--- config.mk ---
export PLATFORM = sky130hd
export DESIGN_NAME = sirc_dev_flat
export DESIGN_NICKNAME = d
export VERILOG_FILES = /design/src/pkg/sirc_pkg.sv /design/src/pkg/sirc_cfg_if.sv /design/src/core/sirc_dev.sv /design/src/flat_wrapper.sv
export SDC_FILE = /design/constraint.sdc
export NUM_CORES = 1
export LEC_CHECK = 0
export BUFFER_PORTS_ARGS = -buffer_cell sky130_fd_sc_hd__buf_4
export CAP_MARGIN = 40
export CORE_MARGIN = 3
export CORE_UTILIZATION = 50
export CTS_BUF_LIST = sky130_fd_sc_hd__clkbuf_8
export DETAILED_ROUTE_END_ITERATION = 7
export PLACE_DENSITY = 0.74
export SKIP_CTS_REPAIR_TIMING = 1
export SLEW_MARGIN = 25
export SYNTH_ARGS = -nofsm -noshare
export SYNTH_HDL_FRONTEND = slang
export SYNTH_SLANG_ARGS = --single-unit
--- constraint.sdc ---
create_clock -name clk_sys_i -period 3.6 [get_ports clk_sys_i]
set_input_delay 0.54 -clock clk_sys_i [delete_from_list [all_inputs] [get_ports clk_sys_i]]
set_output_delay 0.54 -clock clk_sys_i [all_outputs]
set_load 0.02 [all_outputs]
--- src/pkg/sirc_pkg.sv ---
// Constants, field layouts and state codes shared by the shared-interrupt
// configuration device end, the configuring host end and their interface.
// Assumes a single clock and one asynchronous active-low reset for both ends.
package sirc_pkg;

  // ****************************************************
  // Sizes
  // ****************************************************
  localparam int SIRC_NUM_SPI = 8;
  localparam int SIRC_IDX_W   = 3;
  localparam int SIRC_ID_W    = 8;
  localparam int SIRC_DOM_W   = 2;
  localparam int SIRC_VM_W    = 4;
  localparam int SIRC_REG_W   = 3;
  localparam int SIRC_HADDR_W = 5;

  // ****************************************************
  // Device register indices
  // ****************************************************
  localparam logic [SIRC_REG_W-1:0] SIRC_REG_SELECT   = 3'h0;
  localparam logic [SIRC_REG_W-1:0] SIRC_REG_STATUS   = 3'h1;
  localparam logic [SIRC_REG_W-1:0] SIRC_REG_TRIGGER  = 3'h2;
  localparam logic [SIRC_REG_W-1:0] SIRC_REG_DOMAIN   = 3'h3;
  localparam logic [SIRC_REG_W-1:0] SIRC_REG_VM       = 3'h4;
  localparam logic [SIRC_REG_W-1:0] SIRC_REG_RESAMPLE = 3'h5;

  // ****************************************************
  // Field positions
  // ****************************************************
  localparam int SIRC_STAT_IDLE_BIT = 0;
  localparam int SIRC_STAT_V_BIT    = 1;
  localparam int SIRC_TM_BIT        = 0;
  localparam int SIRC_VM_ON_BIT     = 8;

  // ****************************************************
  // Values and reset values
  // ****************************************************
  localparam logic                  SIRC_TM_EDGE     = 1'b0;
  localparam logic                  SIRC_TM_LEVEL    = 1'b1;
  // Highest domain doubles as the most privileged security state's domain
  localparam logic [SIRC_DOM_W-1:0] SIRC_DOM_HIGHEST = 2'h3;
  localparam logic [7:0]            SIRC_ERR_CODE    = 8'h2b;
  localparam logic [SIRC_NUM_SPI-1:0] SIRC_IMPL_MASK     = 8'hff;
  localparam logic [SIRC_NUM_SPI-1:0] SIRC_TM_PROG_MASK  = 8'h7f;
  localparam logic [SIRC_NUM_SPI-1:0] SIRC_TM_FIXED_VAL  = 8'h80;
  localparam logic [SIRC_NUM_SPI-1:0] SIRC_DOM_FIXED_MASK = 8'h40;
  localparam logic                  SIRC_ROUTE_TARGETED = 1'b0;
  localparam logic                  SIRC_ONE_OF_MANY_OK = 1'b0;

  // ****************************************************
  // Host register offsets and operations; event kinds and state codes
  // ****************************************************
  localparam logic [SIRC_HADDR_W-1:0] SIRC_HREG_CMD    = 5'h00;
  localparam logic [SIRC_HADDR_W-1:0] SIRC_HREG_INTERRUPT_IDENTIFIER  = 5'h04;
  localparam logic [SIRC_HADDR_W-1:0] SIRC_HREG_VALUE  = 5'h08;
  localparam logic [SIRC_HADDR_W-1:0] SIRC_HREG_STATUS = 5'h0c;
  localparam logic [SIRC_HADDR_W-1:0] SIRC_HREG_RESULT = 5'h10;
  localparam logic [SIRC_HADDR_W-1:0] SIRC_HREG_DOM    = 5'h14;

  typedef enum logic [1:0] {
    SIRC_OP_VM       = 2'b00,
    SIRC_OP_DOMAIN   = 2'b01,
    SIRC_OP_TRIGGER  = 2'b10,
    SIRC_OP_RESAMPLE = 2'b11
  } sirc_op_type;

  typedef enum logic [1:0] {
    SIRC_EVT_NONE      = 2'b00,
    SIRC_EVT_SET_LEVEL = 2'b01,
    SIRC_EVT_SET_EDGE  = 2'b10,
    SIRC_EVT_CLEAR     = 2'b11
  } sirc_evt_type;

  typedef enum logic [1:0] {
    SIRC_DS_READY = 2'b00,
    SIRC_DS_WORK  = 2'b01,
    SIRC_DS_RAISE = 2'b10
  } sirc_dev_state_type;

  typedef enum logic [3:0] {
    SIRC_HS_IDLE  = 4'h0,
    SIRC_HS_SELW  = 4'h1,
    SIRC_HS_RD1   = 4'h2,
    SIRC_HS_CHK1  = 4'h3,
    SIRC_HS_ACCW  = 4'h4,
    SIRC_HS_RD2   = 4'h5,
    SIRC_HS_CHK2  = 4'h6,
    SIRC_HS_RBRD  = 4'h7,
    SIRC_HS_RBCHK = 4'h8
  } sirc_host_state_type;

endpackage : sirc_pkg

--- src/pkg/sirc_cfg_if.sv ---
// Register path between the configuring host end and the device end.
// Assumes both ends run on the clock given here; no clocking block.
`timescale 1ns/1ps
interface sirc_cfg_if
  import sirc_pkg::*;
(
  input wire logic clk_sys_i
);
  logic [SIRC_REG_W-1:0] addr;
  logic [31:0]           wdata;
  logic                  wr;
  logic                  rd;
  logic [31:0]           rdata;
  logic [SIRC_DOM_W-1:0] dom;

  modport dev  (input addr, wdata, wr, rd, dom, output rdata);
  modport host (output addr, wdata, wr, rd, dom, input rdata);
endinterface : sirc_cfg_if

--- src/core/sirc_dev.sv ---
// Device end: per-interrupt configuration, completion/valid status,
// resampling of wired request lines into interrupt events.
// Assumes request lines synchronous to clk_sys_i and one access at a time.
//
// Overview of operation
// - Level mode resample: set-level or clear event.
// - Edge mode resample: set-edge, else nothing.
// - Completion flag drops before state update.
// - Completion flag rises after state update.
// - Programmable trigger modes reset to edge.
// - No virtual machine assignment after reset.
// - Reset domain is most privileged state's.
// - Reset: disabled, inactive, idle.
// - Routing mode resets to targeted.
// - Only vm ids left uninitialised.
// - Reset returns all but vm ids together.
// - Software selects, polls, checks valid first.
// - Software polls and checks after vm write.
// - Domain changes only from highest domain.
// - Software polls after domain write.
// - Fixed domain ignores change attempts.
// - Software detects fixed domain by readback.
// - Fix domain only where solely handled.
// - Resample only when managed and reachable.
// - Valid flag shows reachable implemented selection.
// - Completion flag tracks last effectful write.
`timescale 1ns/1ps
module sirc_dev
  import sirc_pkg::*;
(
  // Clock and reset
  input  wire logic                    clk_sys_i,
  input  wire logic                    rst_b_i,
  // Register path
  sirc_cfg_if.dev                      cfg,
  // Request lines
  input  wire logic [SIRC_NUM_SPI-1:0] irq_i,
  // Events
  output logic                         evt_valid_o,
  output sirc_pkg::sirc_evt_type       evt_kind_o,
  output logic [SIRC_ID_W-1:0]         evt_id_o,
  // Error report
  output logic                         sw_err_o,
  output logic [7:0]                   err_code_o,
  // Interrupt state
  output logic [SIRC_NUM_SPI-1:0]      pend_o,
  output logic [SIRC_NUM_SPI-1:0]      enabled_o,
  output logic [SIRC_NUM_SPI-1:0]      active_o,
  output logic [SIRC_NUM_SPI-1:0]      route_o
);
  import sirc_pkg::*;

  // ****************************************************
  // State
  // ****************************************************
  sirc_dev_state_type                   state_r;
  logic                                 idle_r;
  logic                                 valid_r;
  logic [SIRC_ID_W-1:0]                 sel_r;
  logic [SIRC_REG_W-1:0]                op_r;
  logic [31:0]                          data_r;
  logic [SIRC_DOM_W-1:0]                acc_r;
  logic [SIRC_NUM_SPI-1:0]              tm_r;
  logic [SIRC_NUM_SPI-1:0]              vm_on_r;
  logic [SIRC_NUM_SPI-1:0][SIRC_VM_W-1:0]  vm_id_r;
  logic [SIRC_NUM_SPI-1:0][SIRC_DOM_W-1:0] dom_r;
  logic [SIRC_NUM_SPI-1:0]              pend_r;
  logic [SIRC_NUM_SPI-1:0]              enabled_r;
  logic [SIRC_NUM_SPI-1:0]              active_r;
  logic [SIRC_NUM_SPI-1:0]              route_r;
  logic [31:0]                          rdata_r;

  // Managed, implemented and reachable from the accessing domain
  function automatic logic reach(input logic [SIRC_ID_W-1:0]  id,
                                 input logic [SIRC_DOM_W-1:0] acc,
                                 input logic [SIRC_NUM_SPI-1:0][SIRC_DOM_W-1:0] doms);
    logic [SIRC_IDX_W-1:0] ix;
    ix = id[SIRC_IDX_W-1:0];
    reach = (id < SIRC_ID_W'(SIRC_NUM_SPI)) && SIRC_IMPL_MASK[ix] &&
            ((acc == doms[ix]) || (acc == SIRC_DOM_HIGHEST));
  endfunction : reach

  // ****************************************************
  // Decode
  // ****************************************************
  wire                  ready     = (state_r == SIRC_DS_READY);
  wire                  wr_sel    = cfg.wr && (cfg.addr == SIRC_REG_SELECT);
  wire                  wr_cfg    = cfg.wr && (cfg.addr == SIRC_REG_TRIGGER);
  wire                  wr_dom    = cfg.wr && (cfg.addr == SIRC_REG_DOMAIN);
  wire                  wr_vm     = cfg.wr && (cfg.addr == SIRC_REG_VM);
  wire                  wr_rs     = cfg.wr && (cfg.addr == SIRC_REG_RESAMPLE);
  wire [SIRC_ID_W-1:0]  rs_id_in  = cfg.wdata[SIRC_ID_W-1:0];
  wire                  rs_ok_in  = reach(rs_id_in, cfg.dom, dom_r);
  wire                  start     = ready && (wr_sel || wr_cfg || wr_dom || wr_vm ||
                                              (wr_rs && rs_ok_in));
  wire                  rs_bad    = ready && wr_rs && !rs_ok_in;
  wire                  work      = (state_r == SIRC_DS_WORK);
  wire [SIRC_IDX_W-1:0] sel_ix    = sel_r[SIRC_IDX_W-1:0];
  wire                  sel_ok    = reach(sel_r, acc_r, dom_r);
  wire [SIRC_IDX_W-1:0] rs_ix     = data_r[SIRC_IDX_W-1:0];
  wire                  do_rs     = work && (op_r == SIRC_REG_RESAMPLE);
  wire                  do_cfg    = work && (op_r == SIRC_REG_TRIGGER) && sel_ok;
  wire                  do_vm     = work && (op_r == SIRC_REG_VM) && sel_ok;
  // Domain moves need a valid selection and a domain write made from the highest domain
  wire                  do_dom    = work && (op_r == SIRC_REG_DOMAIN) && valid_r && sel_ok &&
                                    (acc_r == SIRC_DOM_HIGHEST) &&
                                    !SIRC_DOM_FIXED_MASK[sel_ix];
  wire [SIRC_DOM_W-1:0] new_dom   = data_r[SIRC_DOM_W-1:0];
  wire                  rs_line   = irq_i[rs_ix];
  wire                  rs_level  = (tm_r[rs_ix] == SIRC_TM_LEVEL);
  wire sirc_evt_type    evt_nxt   = !rs_line ? (rs_level ? SIRC_EVT_CLEAR : SIRC_EVT_NONE)
                                             : (rs_level ? SIRC_EVT_SET_LEVEL : SIRC_EVT_SET_EDGE);
  wire                  rd_ok     = valid_r && reach(sel_r, cfg.dom, dom_r);
  wire [31:0]           rd_word   =
    (cfg.addr == SIRC_REG_STATUS)  ? {30'h0, valid_r, idle_r} :
    (cfg.addr == SIRC_REG_SELECT)  ? {24'h0, sel_r} :
    (cfg.addr == SIRC_REG_TRIGGER && rd_ok) ? {31'h0, tm_r[sel_ix]} :
    (cfg.addr == SIRC_REG_DOMAIN && rd_ok)  ? {30'h0, dom_r[sel_ix]} :
    (cfg.addr == SIRC_REG_VM && rd_ok)      ? {23'h0, vm_on_r[sel_ix], 4'h0, vm_id_r[sel_ix]} :
    32'h0;

  // ****************************************************
  // Sequencer: drop flag, update, raise flag
  // ****************************************************
  always_ff @(posedge clk_sys_i or negedge rst_b_i)
  begin
    if (!rst_b_i)
    begin
      state_r <= SIRC_DS_READY;
      idle_r  <= 1'b1;
      op_r    <= SIRC_REG_SELECT;
      data_r  <= 32'h0;
      acc_r   <= SIRC_DOM_HIGHEST;
    end
    else
    begin
      case (state_r)
        SIRC_DS_READY:
        begin
          if (start)
          begin
            idle_r  <= 1'b0;
            op_r    <= cfg.addr;
            data_r  <= cfg.wdata;
            acc_r   <= cfg.dom;
            state_r <= SIRC_DS_WORK;
          end
        end
        SIRC_DS_WORK:  state_r <= SIRC_DS_RAISE;
        SIRC_DS_RAISE:
        begin
          idle_r  <= 1'b1;
          state_r <= SIRC_DS_READY;
        end
        default:       state_r <= SIRC_DS_READY;
      endcase
    end
  end

  // ****************************************************
  // Selection and valid flag
  // ****************************************************
  always_ff @(posedge clk_sys_i or negedge rst_b_i)
  begin
    if (!rst_b_i)
    begin
      sel_r   <= '0;
      valid_r <= 1'b0;
    end
    else if (work && op_r == SIRC_REG_SELECT)
    begin
      sel_r   <= data_r[SIRC_ID_W-1:0];
      valid_r <= reach(data_r[SIRC_ID_W-1:0], acc_r, dom_r);
    end
    else if (work && (op_r == SIRC_REG_TRIGGER || op_r == SIRC_REG_VM))
    begin
      valid_r <= sel_ok;
    end
  end

  // ****************************************************
  // Per-interrupt configuration
  // ****************************************************
  // Vm ids are left unreset: only meaningful once an assignment is made
  always_ff @(posedge clk_sys_i)
  begin
    if (do_vm)
    begin
      vm_id_r[sel_ix] <= data_r[SIRC_VM_W-1:0];
    end
  end

  always_ff @(posedge clk_sys_i or negedge rst_b_i)
  begin
    if (!rst_b_i)
    begin
      tm_r      <= SIRC_TM_FIXED_VAL & ~SIRC_TM_PROG_MASK;
      vm_on_r   <= '0;
      dom_r     <= {SIRC_NUM_SPI{SIRC_DOM_HIGHEST}};
    end
    else
    begin
      if (do_cfg && SIRC_TM_PROG_MASK[sel_ix])
      begin
        tm_r[sel_ix] <= data_r[SIRC_TM_BIT];
      end
      if (do_vm)
      begin
        vm_on_r[sel_ix] <= data_r[SIRC_VM_ON_BIT];
      end
      if (do_dom && new_dom != dom_r[sel_ix])
      begin
        // A moved interrupt carries no vm assignment into its new domain
        dom_r[sel_ix]   <= new_dom;
        vm_on_r[sel_ix] <= 1'b0;
      end
    end
  end

  // ****************************************************
  // Interrupt state and events
  // ****************************************************
  always_ff @(posedge clk_sys_i or negedge rst_b_i)
  begin
    if (!rst_b_i)
    begin
      pend_r      <= '0;
      enabled_r   <= '0;
      active_r    <= '0;
      route_r     <= {SIRC_NUM_SPI{SIRC_ROUTE_TARGETED}};
      evt_valid_o <= 1'b0;
      evt_kind_o  <= SIRC_EVT_NONE;
      evt_id_o    <= '0;
      sw_err_o    <= 1'b0;
      err_code_o  <= 8'h00;
    end
    else
    begin
      evt_valid_o <= do_rs && (evt_nxt != SIRC_EVT_NONE);
      evt_kind_o  <= do_rs ? evt_nxt : SIRC_EVT_NONE;
      evt_id_o    <= do_rs ? data_r[SIRC_ID_W-1:0] : evt_id_o;
      if (do_rs && evt_nxt != SIRC_EVT_NONE)
      begin
        pend_r[rs_ix] <= (evt_nxt != SIRC_EVT_CLEAR);
      end
      sw_err_o    <= rs_bad;
      err_code_o  <= rs_bad ? SIRC_ERR_CODE : err_code_o;
      enabled_r   <= enabled_r;
      active_r    <= active_r;
      route_r     <= SIRC_ONE_OF_MANY_OK ? route_r : {SIRC_NUM_SPI{SIRC_ROUTE_TARGETED}};
    end
  end

  // ****************************************************
  // Read port
  // ****************************************************
  always_ff @(posedge clk_sys_i or negedge rst_b_i)
  begin
    if (!rst_b_i)
    begin
      rdata_r <= 32'h0;
    end
    else
    begin
      rdata_r <= cfg.rd ? rd_word : 32'h0;
    end
  end

  assign cfg.rdata = rdata_r;
  assign pend_o    = pend_r;
  assign enabled_o = enabled_r;
  assign active_o  = active_r;
  assign route_o   = route_r;

endmodule : sirc_dev

--- src/flat_wrapper.sv ---
// flat-port wrapper written by rule: the top's interface ports become plain ports
module sirc_dev_flat import sirc_pkg::*;
  (clk_sys_i, rst_b_i, irq_i, evt_valid_o, evt_kind_o, evt_id_o, sw_err_o, err_code_o, pend_o, enabled_o, active_o, route_o, cfg_addr, cfg_wdata, cfg_wr, cfg_rd, cfg_dom, cfg_rdata);
  sirc_cfg_if cfg_i (.clk_sys_i(clk_sys_i));
  input  wire logic clk_sys_i;
  input  wire logic rst_b_i;
  input  wire logic [SIRC_NUM_SPI-1:0] irq_i;
  output logic evt_valid_o;
  output sirc_pkg::sirc_evt_type evt_kind_o;
  output logic [SIRC_ID_W-1:0] evt_id_o;
  output logic sw_err_o;
  output logic [7:0] err_code_o;
  output logic [SIRC_NUM_SPI-1:0] pend_o;
  output logic [SIRC_NUM_SPI-1:0] enabled_o;
  output logic [SIRC_NUM_SPI-1:0] active_o;
  output logic [SIRC_NUM_SPI-1:0] route_o;
  input wire logic [$bits(cfg_i.addr)-1:0] cfg_addr;
  input wire logic [$bits(cfg_i.wdata)-1:0] cfg_wdata;
  input wire logic [$bits(cfg_i.wr)-1:0] cfg_wr;
  input wire logic [$bits(cfg_i.rd)-1:0] cfg_rd;
  input wire logic [$bits(cfg_i.dom)-1:0] cfg_dom;
  output wire logic [$bits(cfg_i.rdata)-1:0] cfg_rdata;
  assign cfg_i.addr = cfg_addr;
  assign cfg_i.wdata = cfg_wdata;
  assign cfg_i.wr = cfg_wr;
  assign cfg_i.rd = cfg_rd;
  assign cfg_i.dom = cfg_dom;
  assign cfg_rdata = cfg_i.rdata;
  sirc_dev u_core (.clk_sys_i(clk_sys_i), .rst_b_i(rst_b_i), .cfg(cfg_i), .irq_i(irq_i), .evt_valid_o(evt_valid_o), .evt_kind_o(evt_kind_o), .evt_id_o(evt_id_o), .sw_err_o(sw_err_o), .err_code_o(err_code_o), .pend_o(pend_o), .enabled_o(enabled_o), .active_o(active_o), .route_o(route_o));
endmodule
==> results of run 1 <==
[layout make-up]
class / count / area share
tap: 168 / 0.0291
timing repair buffer: 73 / 0.0770
inverter: 9 / 0.00468
multi-input combinational: 381 / 0.387
clock buffer: 17 / 0.0324
sequential: 120 / 0.442
clock inverter: 15 / 0.0278
[sequential cells by signal, summed over array words and instances (netlist names)]
signal and count:
u_core.vm_id_r 32, u_core.dom_r 16, u_core.cfg.rdata 9, u_core.data_r 9
u_core.evt_id_o 8, u_core.pend_o 8, u_core.sel_r 8, u_core.tm_r 8
u_core.vm_on_r 8, u_core.op_r 3, u_core.acc_r 2, u_core.evt_kind_o 2
u_core.state_r 2, u_core.err_code_o 1, u_core.evt_valid_o 1, u_core.idle_r 1
u_core.sw_err_o 1, u_core.valid_r 1
[synthesized netlist by cell type, types with 2 or more instances]
| cell type | count | share of area |
|---|---|---|
| xnor2_1 | 2 | 0.0028 |
| and2_1 | 8 | 0.0079 |
| nor3_2 | 2 | 0.0032 |
| o31ai_1 | 8 | 0.0095 |
| nand2_1 | 42 | 0.025 |
| or4_1 | 2 | 0.0024 |
| or3_1 | 3 | 0.0030 |
| nor4_1 | 3 | 0.0030 |
| mux4_1 | 4 | 0.017 |
| o21a_1 | 2 | 0.0024 |
| and3_1 | 2 | 0.0020 |
| a211oi_1 | 2 | 0.0024 |
| dfstp_2 | 20 | 0.083 |
| o221ai_1 | 5 | 0.0069 |
| o22ai_1 | 7 | 0.0069 |
| nor3b_1 | 4 | 0.0047 |
| o21ai_0 | 15 | 0.012 |
| mux2i_1 | 15 | 0.024 |
| inv_1 | 9 | 0.0053 |
| nand2b_1 | 8 | 0.0079 |
| nor2b_1 | 6 | 0.0059 |
| a31oi_1 | 2 | 0.0020 |
| a21oi_1 | 14 | 0.011 |
| mux2_4 | 8 | 0.019 |
| nor3_1 | 12 | 0.0095 |
| a22oi_1 | 3 | 0.0035 |
| mux2_2 | 51 | 0.090 |
| ha_1 | 2 | 0.0039 |
| buf_2 | 4 | 0.0032 |
| nor2_1 | 33 | 0.019 |
| nand3b_1 | 8 | 0.0095 |
| a21o_1 | 4 | 0.0047 |
| dfrtp_1 | 68 | 0.27 |
| or3b_2 | 2 | 0.0028 |
| nand3_1 | 13 | 0.010 |
| mux4_2 | 7 | 0.025 |
| buf_4 | 55 | 0.065 |
| or2_2 | 4 | 0.0039 |
| clkbuf_1 | 19 | 0.011 |
| edfxtp_1 | 32 | 0.15 |
| a221o_1 | 5 | 0.0079 |
| buf_1 | 5 | 0.0030 |
[cells by family (layout without fill, tap and decap cells)]
kind of cell	after synthesis	count (layout)
simple gates	163	163
xor+xnor	2	2
buf+inv	93	114
flops	120	120
other cells	1	51
compound gates	77	77
mux	86	86
fa+ha+maj	2	2
[stage by stage]
step	area, sq um	hold slack [ns]	instances	setup slack (ns)
after floorplan	6540	0.244	594	0.924
after global placement	6760	0.368	750	0.643
after detailed placement	6760	0.369	750	0.519
after CTS	7200	0.158	782	0.508
after global routing	7210	0.187	783	0.332
final	7210	0.152	783	0.515
[how the worst max path moves through the flow]
stage,from,to,slack [ns],depth (start not counted)
3_5_place_dp,u_core.sel_r[0],u_core.vm_id_r[8],0.52,6
5_1_grt,u_core.sel_r[0],u_core.vm_id_r[8],0.33,6
2_1_floorplan,u_core.sel_r[0],u_core.vm_id_r[20],0.92,7
6_report,u_core.sel_r[0],u_core.vm_id_r[8],0.51,6
3_3_place_gp,u_core.sel_r[0],u_core.vm_id_r[8],0.64,6
4_1_cts,u_core.dom_r[0],u_core.vm_id_r[8],0.51,7
[per-layer routing]
metal	up-vias	wire length [microns]	global-route usage
met4	0	140	0.0543
met1	2126	6170	0.280
met2	210	6360	0.308
li1	1976	-	-
met3	12	1230	0.0746
met5	-	0	0
[report_power, final]
part | internal, uW | switching, uW
Combinational | 503 | 694
Clock | 756 | 568
Sequential | 1580 | 186
Total | 2840 | 1450
[worst register-to-register path, cell delays in order (launching register included)]
cell,delay [ns]
dfrtp_1,0.55
mux4_2,0.59
mux2i_4,0.28
o221ai_2,0.21
nor2_1,0.32
nand3_1,0.32
nor2_1,0.46
==> metrics.cfg, run 1 <==
[finish]
num_antenna_cells = 0
final_nets = 653
regArea_sq_mm = 0.00319
area_growth_pct = 13.5
multiInputGateArea_sq_mm = 0.00279
nFillCells = 998
layout-drive-gt1-share = 0.343
layout_common_cells = 72 x buf_4, 68 x dfrtp_1, 51 x mux2_2, 51 x conb_1, 42 x nand2_1
layout_commonest_cell = buf_4
fin_util = 0.591

[clock_tree]
clk_pin_slew_ns = 0.07
cts_max_level = 4
clk_latency_ns = 0.44
tritoncts = done
clockBufferDepth = 2
numClockSinks = 120
numCtsBuffers = 17
cts-root-buf = clkbuf_8

[detailed_routing]
final_antenna_net_count = 0
first_pass_iters = 5
wire_per_inst_microns = 17.7
totalWireLength_microns = 13900
via_per_inst = 5.52
drc = 0
route.vias.total = 4324
first_iter_violations = 271

[synthesis]
ys_seq_elements = 120
yosysWarnings = 0
syn_avg_cell_area_sq_um = 11.7
synthMuxAreaShare = 0.178
synth_edf_count = 32
synth_top_family_by_area = multiplexers
synthesis.area_sq_mm = 0.00635
synth_compound_area_frac = 0.0861
synth.distinct_cells = 66
synth-simple-area-share = 0.138
yosysSeqAreaShare = 0.502
synthXorXnorAreaFrac = 0.00276
synthAdderAreaFrac = 0.00394
synth_cells = 544
async_flop_share = 0.733
ys.flop_type = dfrtp_1

[timing]
clock-skew-final_ns = 0.00989
slew_viol_final = 0
tns_ns = 0
post-route-min-period_ns = 3.09
setup_violations = 0
worst_pin_slew_ns = 0.736
hold_viol = 0
maxSlewHeadroom = 0.508
timing.final.crit_share = 0.857
grt_setup_unrepaired = false
fmax_mhz = 324

[worst_setup_path]
worst-path-buf-inv = 0
path_class = reg2reg
crit_arrival_ns = 3.18
cpLargestDelayFamily = simple AND/OR/NAND/NOR gates
cpPeakStageDelay_ns = 0.58
r2r_cells = 6
cp_max_fo = 8
required_ns = 3.69
path_cells = mux4_2 -> mux2i_4 -> o221ai_2 -> nor2_1 -> nand3_1 -> nor2_1
r2r_end = u_core.vm_id_r[8]
r2r-start = u_core.sel_r[0]
cp_common_cell = nor2_1
crit_path_end_kind = flip-flop
rrSetupSlack_ns = 0.51
worstSetupStartpointType = flip-flop
critPathSlowestCell = mux4_2

[die]
io_pins = 133
die_width_microns = 119
initial_utilization = 0.520
num_rows = 40
fp.coreArea_sq_mm = 0.0122
die_area_sq_mm = 0.0141
die_y_microns = 119

[worst_hold_path]
hold_class = in2async

[job]
cap_violations = 0

[power_and_ir_drop]
power.density_mw_per_mm2 = 595
ir_worst_vdd_mv = 0.328
total_leakage_power_uw = 0.00306
total_power_uw = 4290

[placement]
portBuffers = 58
hpwl_microns = 9890
place_congestion = 0.904

[global_routing]
grt_pass1_wl_microns = 22300
grtUsageTotal = 0.204
grt_max_degree = 58
overflow = 0
antenna_found_initial = 0
first_global_vias = 4143

[status]
status = finished clean

Power figures use the tool's default switching activity.
==> inputs of run 2 (changes only) <==
--- a/config.mk
+++ b/config.mk
@@ -13,3 +13,3 @@
 export DETAILED_ROUTE_END_ITERATION = 7
-export PLACE_DENSITY = 0.74
+export PLACE_DENSITY = 0.86
 export SKIP_CTS_REPAIR_TIMING = 1
==> constraint.sdc (replaced) <==
create_clock -name clk_sys_i -period 3.6 [get_ports clk_sys_i]
set_input_delay 0.36 -clock clk_sys_i [delete_from_list [all_inputs] [get_ports clk_sys_i]]
set_output_delay 0.36 -clock clk_sys_i [all_outputs]
set_load 0.02 [all_outputs]
==> metrics.cfg, run 2 (synthesis results as in run 1) <==
[status]
status = finished clean

[detailed_routing]
first_iter_violations = 394
first_pass_iters = 5
final_antenna_net_count = 0
dr.max_layer_used = met4
route.vias.total = 4401
dr_wl_met3_microns = 1210
drc = 0
totalWireLength_microns = 14000
wire_per_inst_microns = 18.0
wl_met1_microns = 6080
met2WireLength_microns = 6560
via_per_inst = 5.64

[clock_tree]
numCtsBuffers = 17
clk_pin_slew_ns = 0.08
clk_latency_ns = 0.45
cts_max_level = 4
clockBufferDepth = 2
numClockSinks = 120
tritoncts = done
cts-root-buf = clkbuf_8

[die]
io_pins = 133
num_rows = 40
die_area_sq_mm = 0.0141
die_y_microns = 119
fp.coreArea_sq_mm = 0.0122
initial_utilization = 0.520
die_width_microns = 119

[worst_setup_path]
r2r_cells = 7
rrSetupSlack_ns = 0.30
crit_arrival_ns = 3.38
path_class = reg2reg
cp_max_fo = 9
r2r_end = u_core.vm_id_r[3]
endpoint = u_core.vm_id_r[3]
r2r-start = u_core.sel_r[2]
required_ns = 3.67
worstSetupStartpoint = u_core.sel_r[2]
crit_path_end_kind = flip-flop
worstSetupStartpointType = flip-flop

[timing]
hold_viol = 0
setup_ws_ns = 0.296
timing.final.crit_share = 0.918
slew_viol_final = 0
grt_setup_unrepaired = false
setup_violations = 0
worst_pin_slew_ns = 0.730
fmax_mhz = 303
clock-skew-final_ns = 0.0181
maxSlewHeadroom = 0.513
post-route-min-period_ns = 3.30
tns_ns = 0

[job]
cap_violations = 0

[global_routing]
overflow = 0
antenna_found_initial = 0
grt_max_degree = 52
grtUsageTotal = 0.204
grt_pass1_wl_microns = 22700
first_global_vias = 4332

[worst_hold_path]
hold_class = in2reg

[finish]
layout_commonest_cell = dfrtp_1
regMostFlops = u_core.vm_id_r
fin_util = 0.586
num_antenna_cells = 0
nFillCells = 966
final_nets = 651
stdcell_area_sq_mm = 0.00715
layout-drive-gt1-share = 0.336
largestRegisters = u_core.vm_id_r x32, u_core.dom_r x16
layout_common_cells = 68 x dfrtp_1, 66 x buf_4, 51 x mux2_2, 51 x conb_1, 42 x nand2_1
area_growth_pct = 12.6
largest_reg_flops = 32

[power_and_ir_drop]
total_leakage_power_uw = 0.00301
power.density_mw_per_mm2 = 578
ir_worst_vdd_mv = 0.337

[placement]
portBuffers = 58
pre_cts_ws_ns = 0.352
placed_cell_area_sq_mm = 0.00675
place_congestion = 0.927
hpwl_microns = 9810

-- run 2: final cells by class --
type | instances | area [sq um] | area share
clock buffers | 17 | 234 | 0.0327
multi-input cells | 381 | 2790 | 0.389
inverters | 9 | 33.8 | 0.00472
repair buffers | 71 | 559 | 0.0782
flip-flops and latches | 120 | 3190 | 0.446
well taps | 168 | 210 | 0.0294
clock inverters | 15 | 143 | 0.0199
-- run 2: worst min-delay path by stage --
stage	start	to	cells after the start
6_report	cfg_wdata[7]	u_core.data_r[7]	2
4_1_cts	rst_b_i	u_core.pend_o[2]	1
2_1_floorplan	rst_b_i	u_core.cfg.rdata[0]	0
5_1_grt	cfg_wdata[5]	u_core.data_r[5]	2
3_5_place_dp	u_core.tm_r[7]	u_core.tm_r[7]	0
3_3_place_gp	u_core.tm_r[7]	u_core.tm_r[7]	0
-- run 2: power breakdown --
| group | switching, uW | internal, uW |
|---|---|---|
| sequential | 180 | 1580 |
| combinational | 709 | 508 |
| clock | 602 | 555 |
| total | 1490 | 2640 |
-- run 2: stage by stage --
step / instances / total power [uW] / hold slack, ns
6_report: 781 / 4130 / 0.153
5_1_grt: 781 / 4330 / 0.144
4_1_cts: 779 / 4130 / -0.0624
3_5_place_dp: 747 / 2970 / 0.374
3_3_place_gp: 744 / 2910 / 0.366
2_1_floorplan: 594 / 2630 / 0.0644
-- run 2: critical path: stages (launching register included) --
cell,delay (ns)
dfrtp_1,0.53
mux2i_1,0.24
mux2i_1,0.13
a211oi_2,0.56
a21oi_2,0.18
nor2_1,0.34
nand3_1,0.33
nor3_1,0.62
-- run 2: routing by layer --
metal  GRT usage  vias up
met2       0.318      236
met5           0        -
met4      0.0695        0
met3      0.0526       15
met1       0.280     2175
li1            -     1975
==> inputs of run 3 (changes only) <==
Settings changed: BUFFER_PORTS_ARGS -buffer_cell sky130_fd_sc_hd__buf_4 to not set, CORE_MARGIN 3 to not set, DONT_BUFFER_PORTS set to 1, PLACE_DENSITY 0.86 to 0.77, SKIP_CTS_REPAIR_TIMING 1 to not set.
==> metrics.cfg, run 3 (synthesis results as in run 1) <==
[status]
status = finished clean

[worst_setup_path]
cpLargestDelayFamily = simple AND/OR/NAND/NOR gates
worst-path-buf-inv = 0
worst-path-stages = 6
path_class = reg2reg
critPathSlowestCell = mux4_2
endpoint = u_core.vm_id_r[1]
crit_path_end_kind = flip-flop
crit_arrival_ns = 3.07
path_cells = mux4_2 -> mux2i_4 -> o221ai_2 -> nor2_1 -> nand3_1 -> nor3_1
worstSetupStartpointType = flip-flop
r2r_end = u_core.vm_id_r[1]
required_ns = 3.68
rrSetupSlack_ns = 0.61
r2r_cells = 6
worstSetupStartpoint = u_core.sel_r[0]
cp_max_fo = 8
cpPeakStageDelay_ns = 0.58
r2r-start = u_core.sel_r[0]

[clock_tree]
clk_latency_ns = 0.44
numCtsBuffers = 17
cts_max_level = 4
cts-root-buf = clkbuf_8
tritoncts = done
clk_pin_slew_ns = 0.08
post_cts_resized = 0
clockBufferDepth = 2
numClockSinks = 120

[timing]
setup_violations = 0
fmax_mhz = 335
timing.final.crit_share = 0.830
tns_ns = 0
clock-skew-final_ns = 0.0101
maxSlewHeadroom = 0.473
grt_setup_unrepaired = false
worst_pin_slew_ns = 0.790
slew_viol_final = 0
post-route-min-period_ns = 2.99
hold_viol = 0

[die]
io_pins = 133
die_width_microns = 115
initial_utilization = 0.520
die_area_sq_mm = 0.0132
num_rows = 40
fp.coreArea_sq_mm = 0.0122
die_y_microns = 115

[global_routing]
antenna_found_initial = 0
overflow = 0
first_global_vias = 4177
grt_pass1_wl_microns = 22100
grtUsageTotal = 0.225
grt_max_degree = 89

[finish]
layout-drive-gt1-share = 0.272
regMostFlops = u_core.vm_id_r
fin_util = 0.552
area_growth_pct = 6.14
largestRegisters = u_core.vm_id_r x32, u_core.dom_r x16
stdcell_area_sq_mm = 0.00674
final_nets = 594
layout_common_cells = 68 x dfrtp_1, 51 x mux2_2, 51 x conb_1
layout_commonest_cell = dfrtp_1
num_antenna_cells = 0
largest_reg_flops = 32
nFillCells = 1024

[power_and_ir_drop]
net-switching-power_uw = 1460
p_int_uw = 2590
seqPwrFrac = 0.456
power.density_mw_per_mm2 = 601
total_leakage_power_uw = 0.00275
switching_share = 0.360
clkPwrFrac = 0.292
total_power_uw = 4050
ir_worst_vdd_mv = 0.415
comb_power_share = 0.251

[detailed_routing]
via_per_inst = 5.79
first_iter_violations = 465
wire_per_inst_microns = 18.7
route.vias.total = 4190
first_pass_iters = 4
totalWireLength_microns = 13500
final_antenna_net_count = 0
drc = 0

[worst_hold_path]
hold_class = in2reg

[placement]
hpwl_microns = 9400
portBuffers = 0
place_congestion = 0.901
placed_cell_area_sq_mm = 0.00631

[job]
cap_violations = 0

==> run 3: how the worst min path moves through the flow <==
stage                      start                   to  slack (ns)  depth (start not counted)
detailed placement       rst_b_i     u_core.pend_o[2]        0.07                          0
global placement         rst_b_i     u_core.pend_o[2]        0.07                          0
finish              cfg_wdata[6]     u_core.data_r[6]        0.07                          1
floorplan                rst_b_i  u_core.cfg.rdata[0]        0.06                          0
CTS                 cfg_wdata[1]     u_core.data_r[1]        0.04                          1
global route        cfg_wdata[1]     u_core.data_r[1]        0.02                          1
==> run 3: what timing repair did <==
item                                   in CTS  in global routing
endpoints found under the hold margin      88                  0
hold buffers                                2                  0
setup buffers                               0                  0
==> run 3: power groups by stage <==
stage	Combinational, uW	Clock (uW)	Sequential [uW]
final	1020	1180	1850
after detailed placement	953	0	1890
after CTS	981	1200	1860
after global placement	933	0	1880
after floorplan	868	0	1760
after global routing	1110	1270	1880
==> run 3: final cells by class <==
type,instances,area [sq um],area share
clock buffers,18,248,0.0367
repair buffers,14,135,0.0200
flip-flops and latches,120,3190,0.473
well taps,168,210,0.0312
inverters,9,33.8,0.00501
clock inverters,14,138,0.0204
multi-input cells,381,2790,0.414
==> run 3: worst reg2reg max path, cell delays in order (launching register included) <==
cell and delay (ns):
dfrtp_1 0.52, mux4_2 0.59, mux2i_4 0.28, o221ai_2 0.21, nor2_1 0.18, nand3_1 0.28
nor3_1 0.58
==> run 3: per-stage QoR <==
step / worst slack, ns / std cells / hold WS [ns]
after global routing: 0.345 / 724 / 0.0220
after global placement: 0.685 / 689 / 0.0672
after CTS: 0.615 / 723 / 0.0440
after detailed placement: 0.628 / 689 / 0.0675
final: 0.611 / 724 / 0.0672
after floorplan: 0.924 / 594 / 0.0644
==> run 3: routing by layer <==
layer | global-route usage | part of all wire
met1 | 0.311 | 0.43
met3 | 0.0821 | 0.10
met4 | 0.0623 | 0.012
met5 | 0 | 0
met2 | 0.335 | 0.45
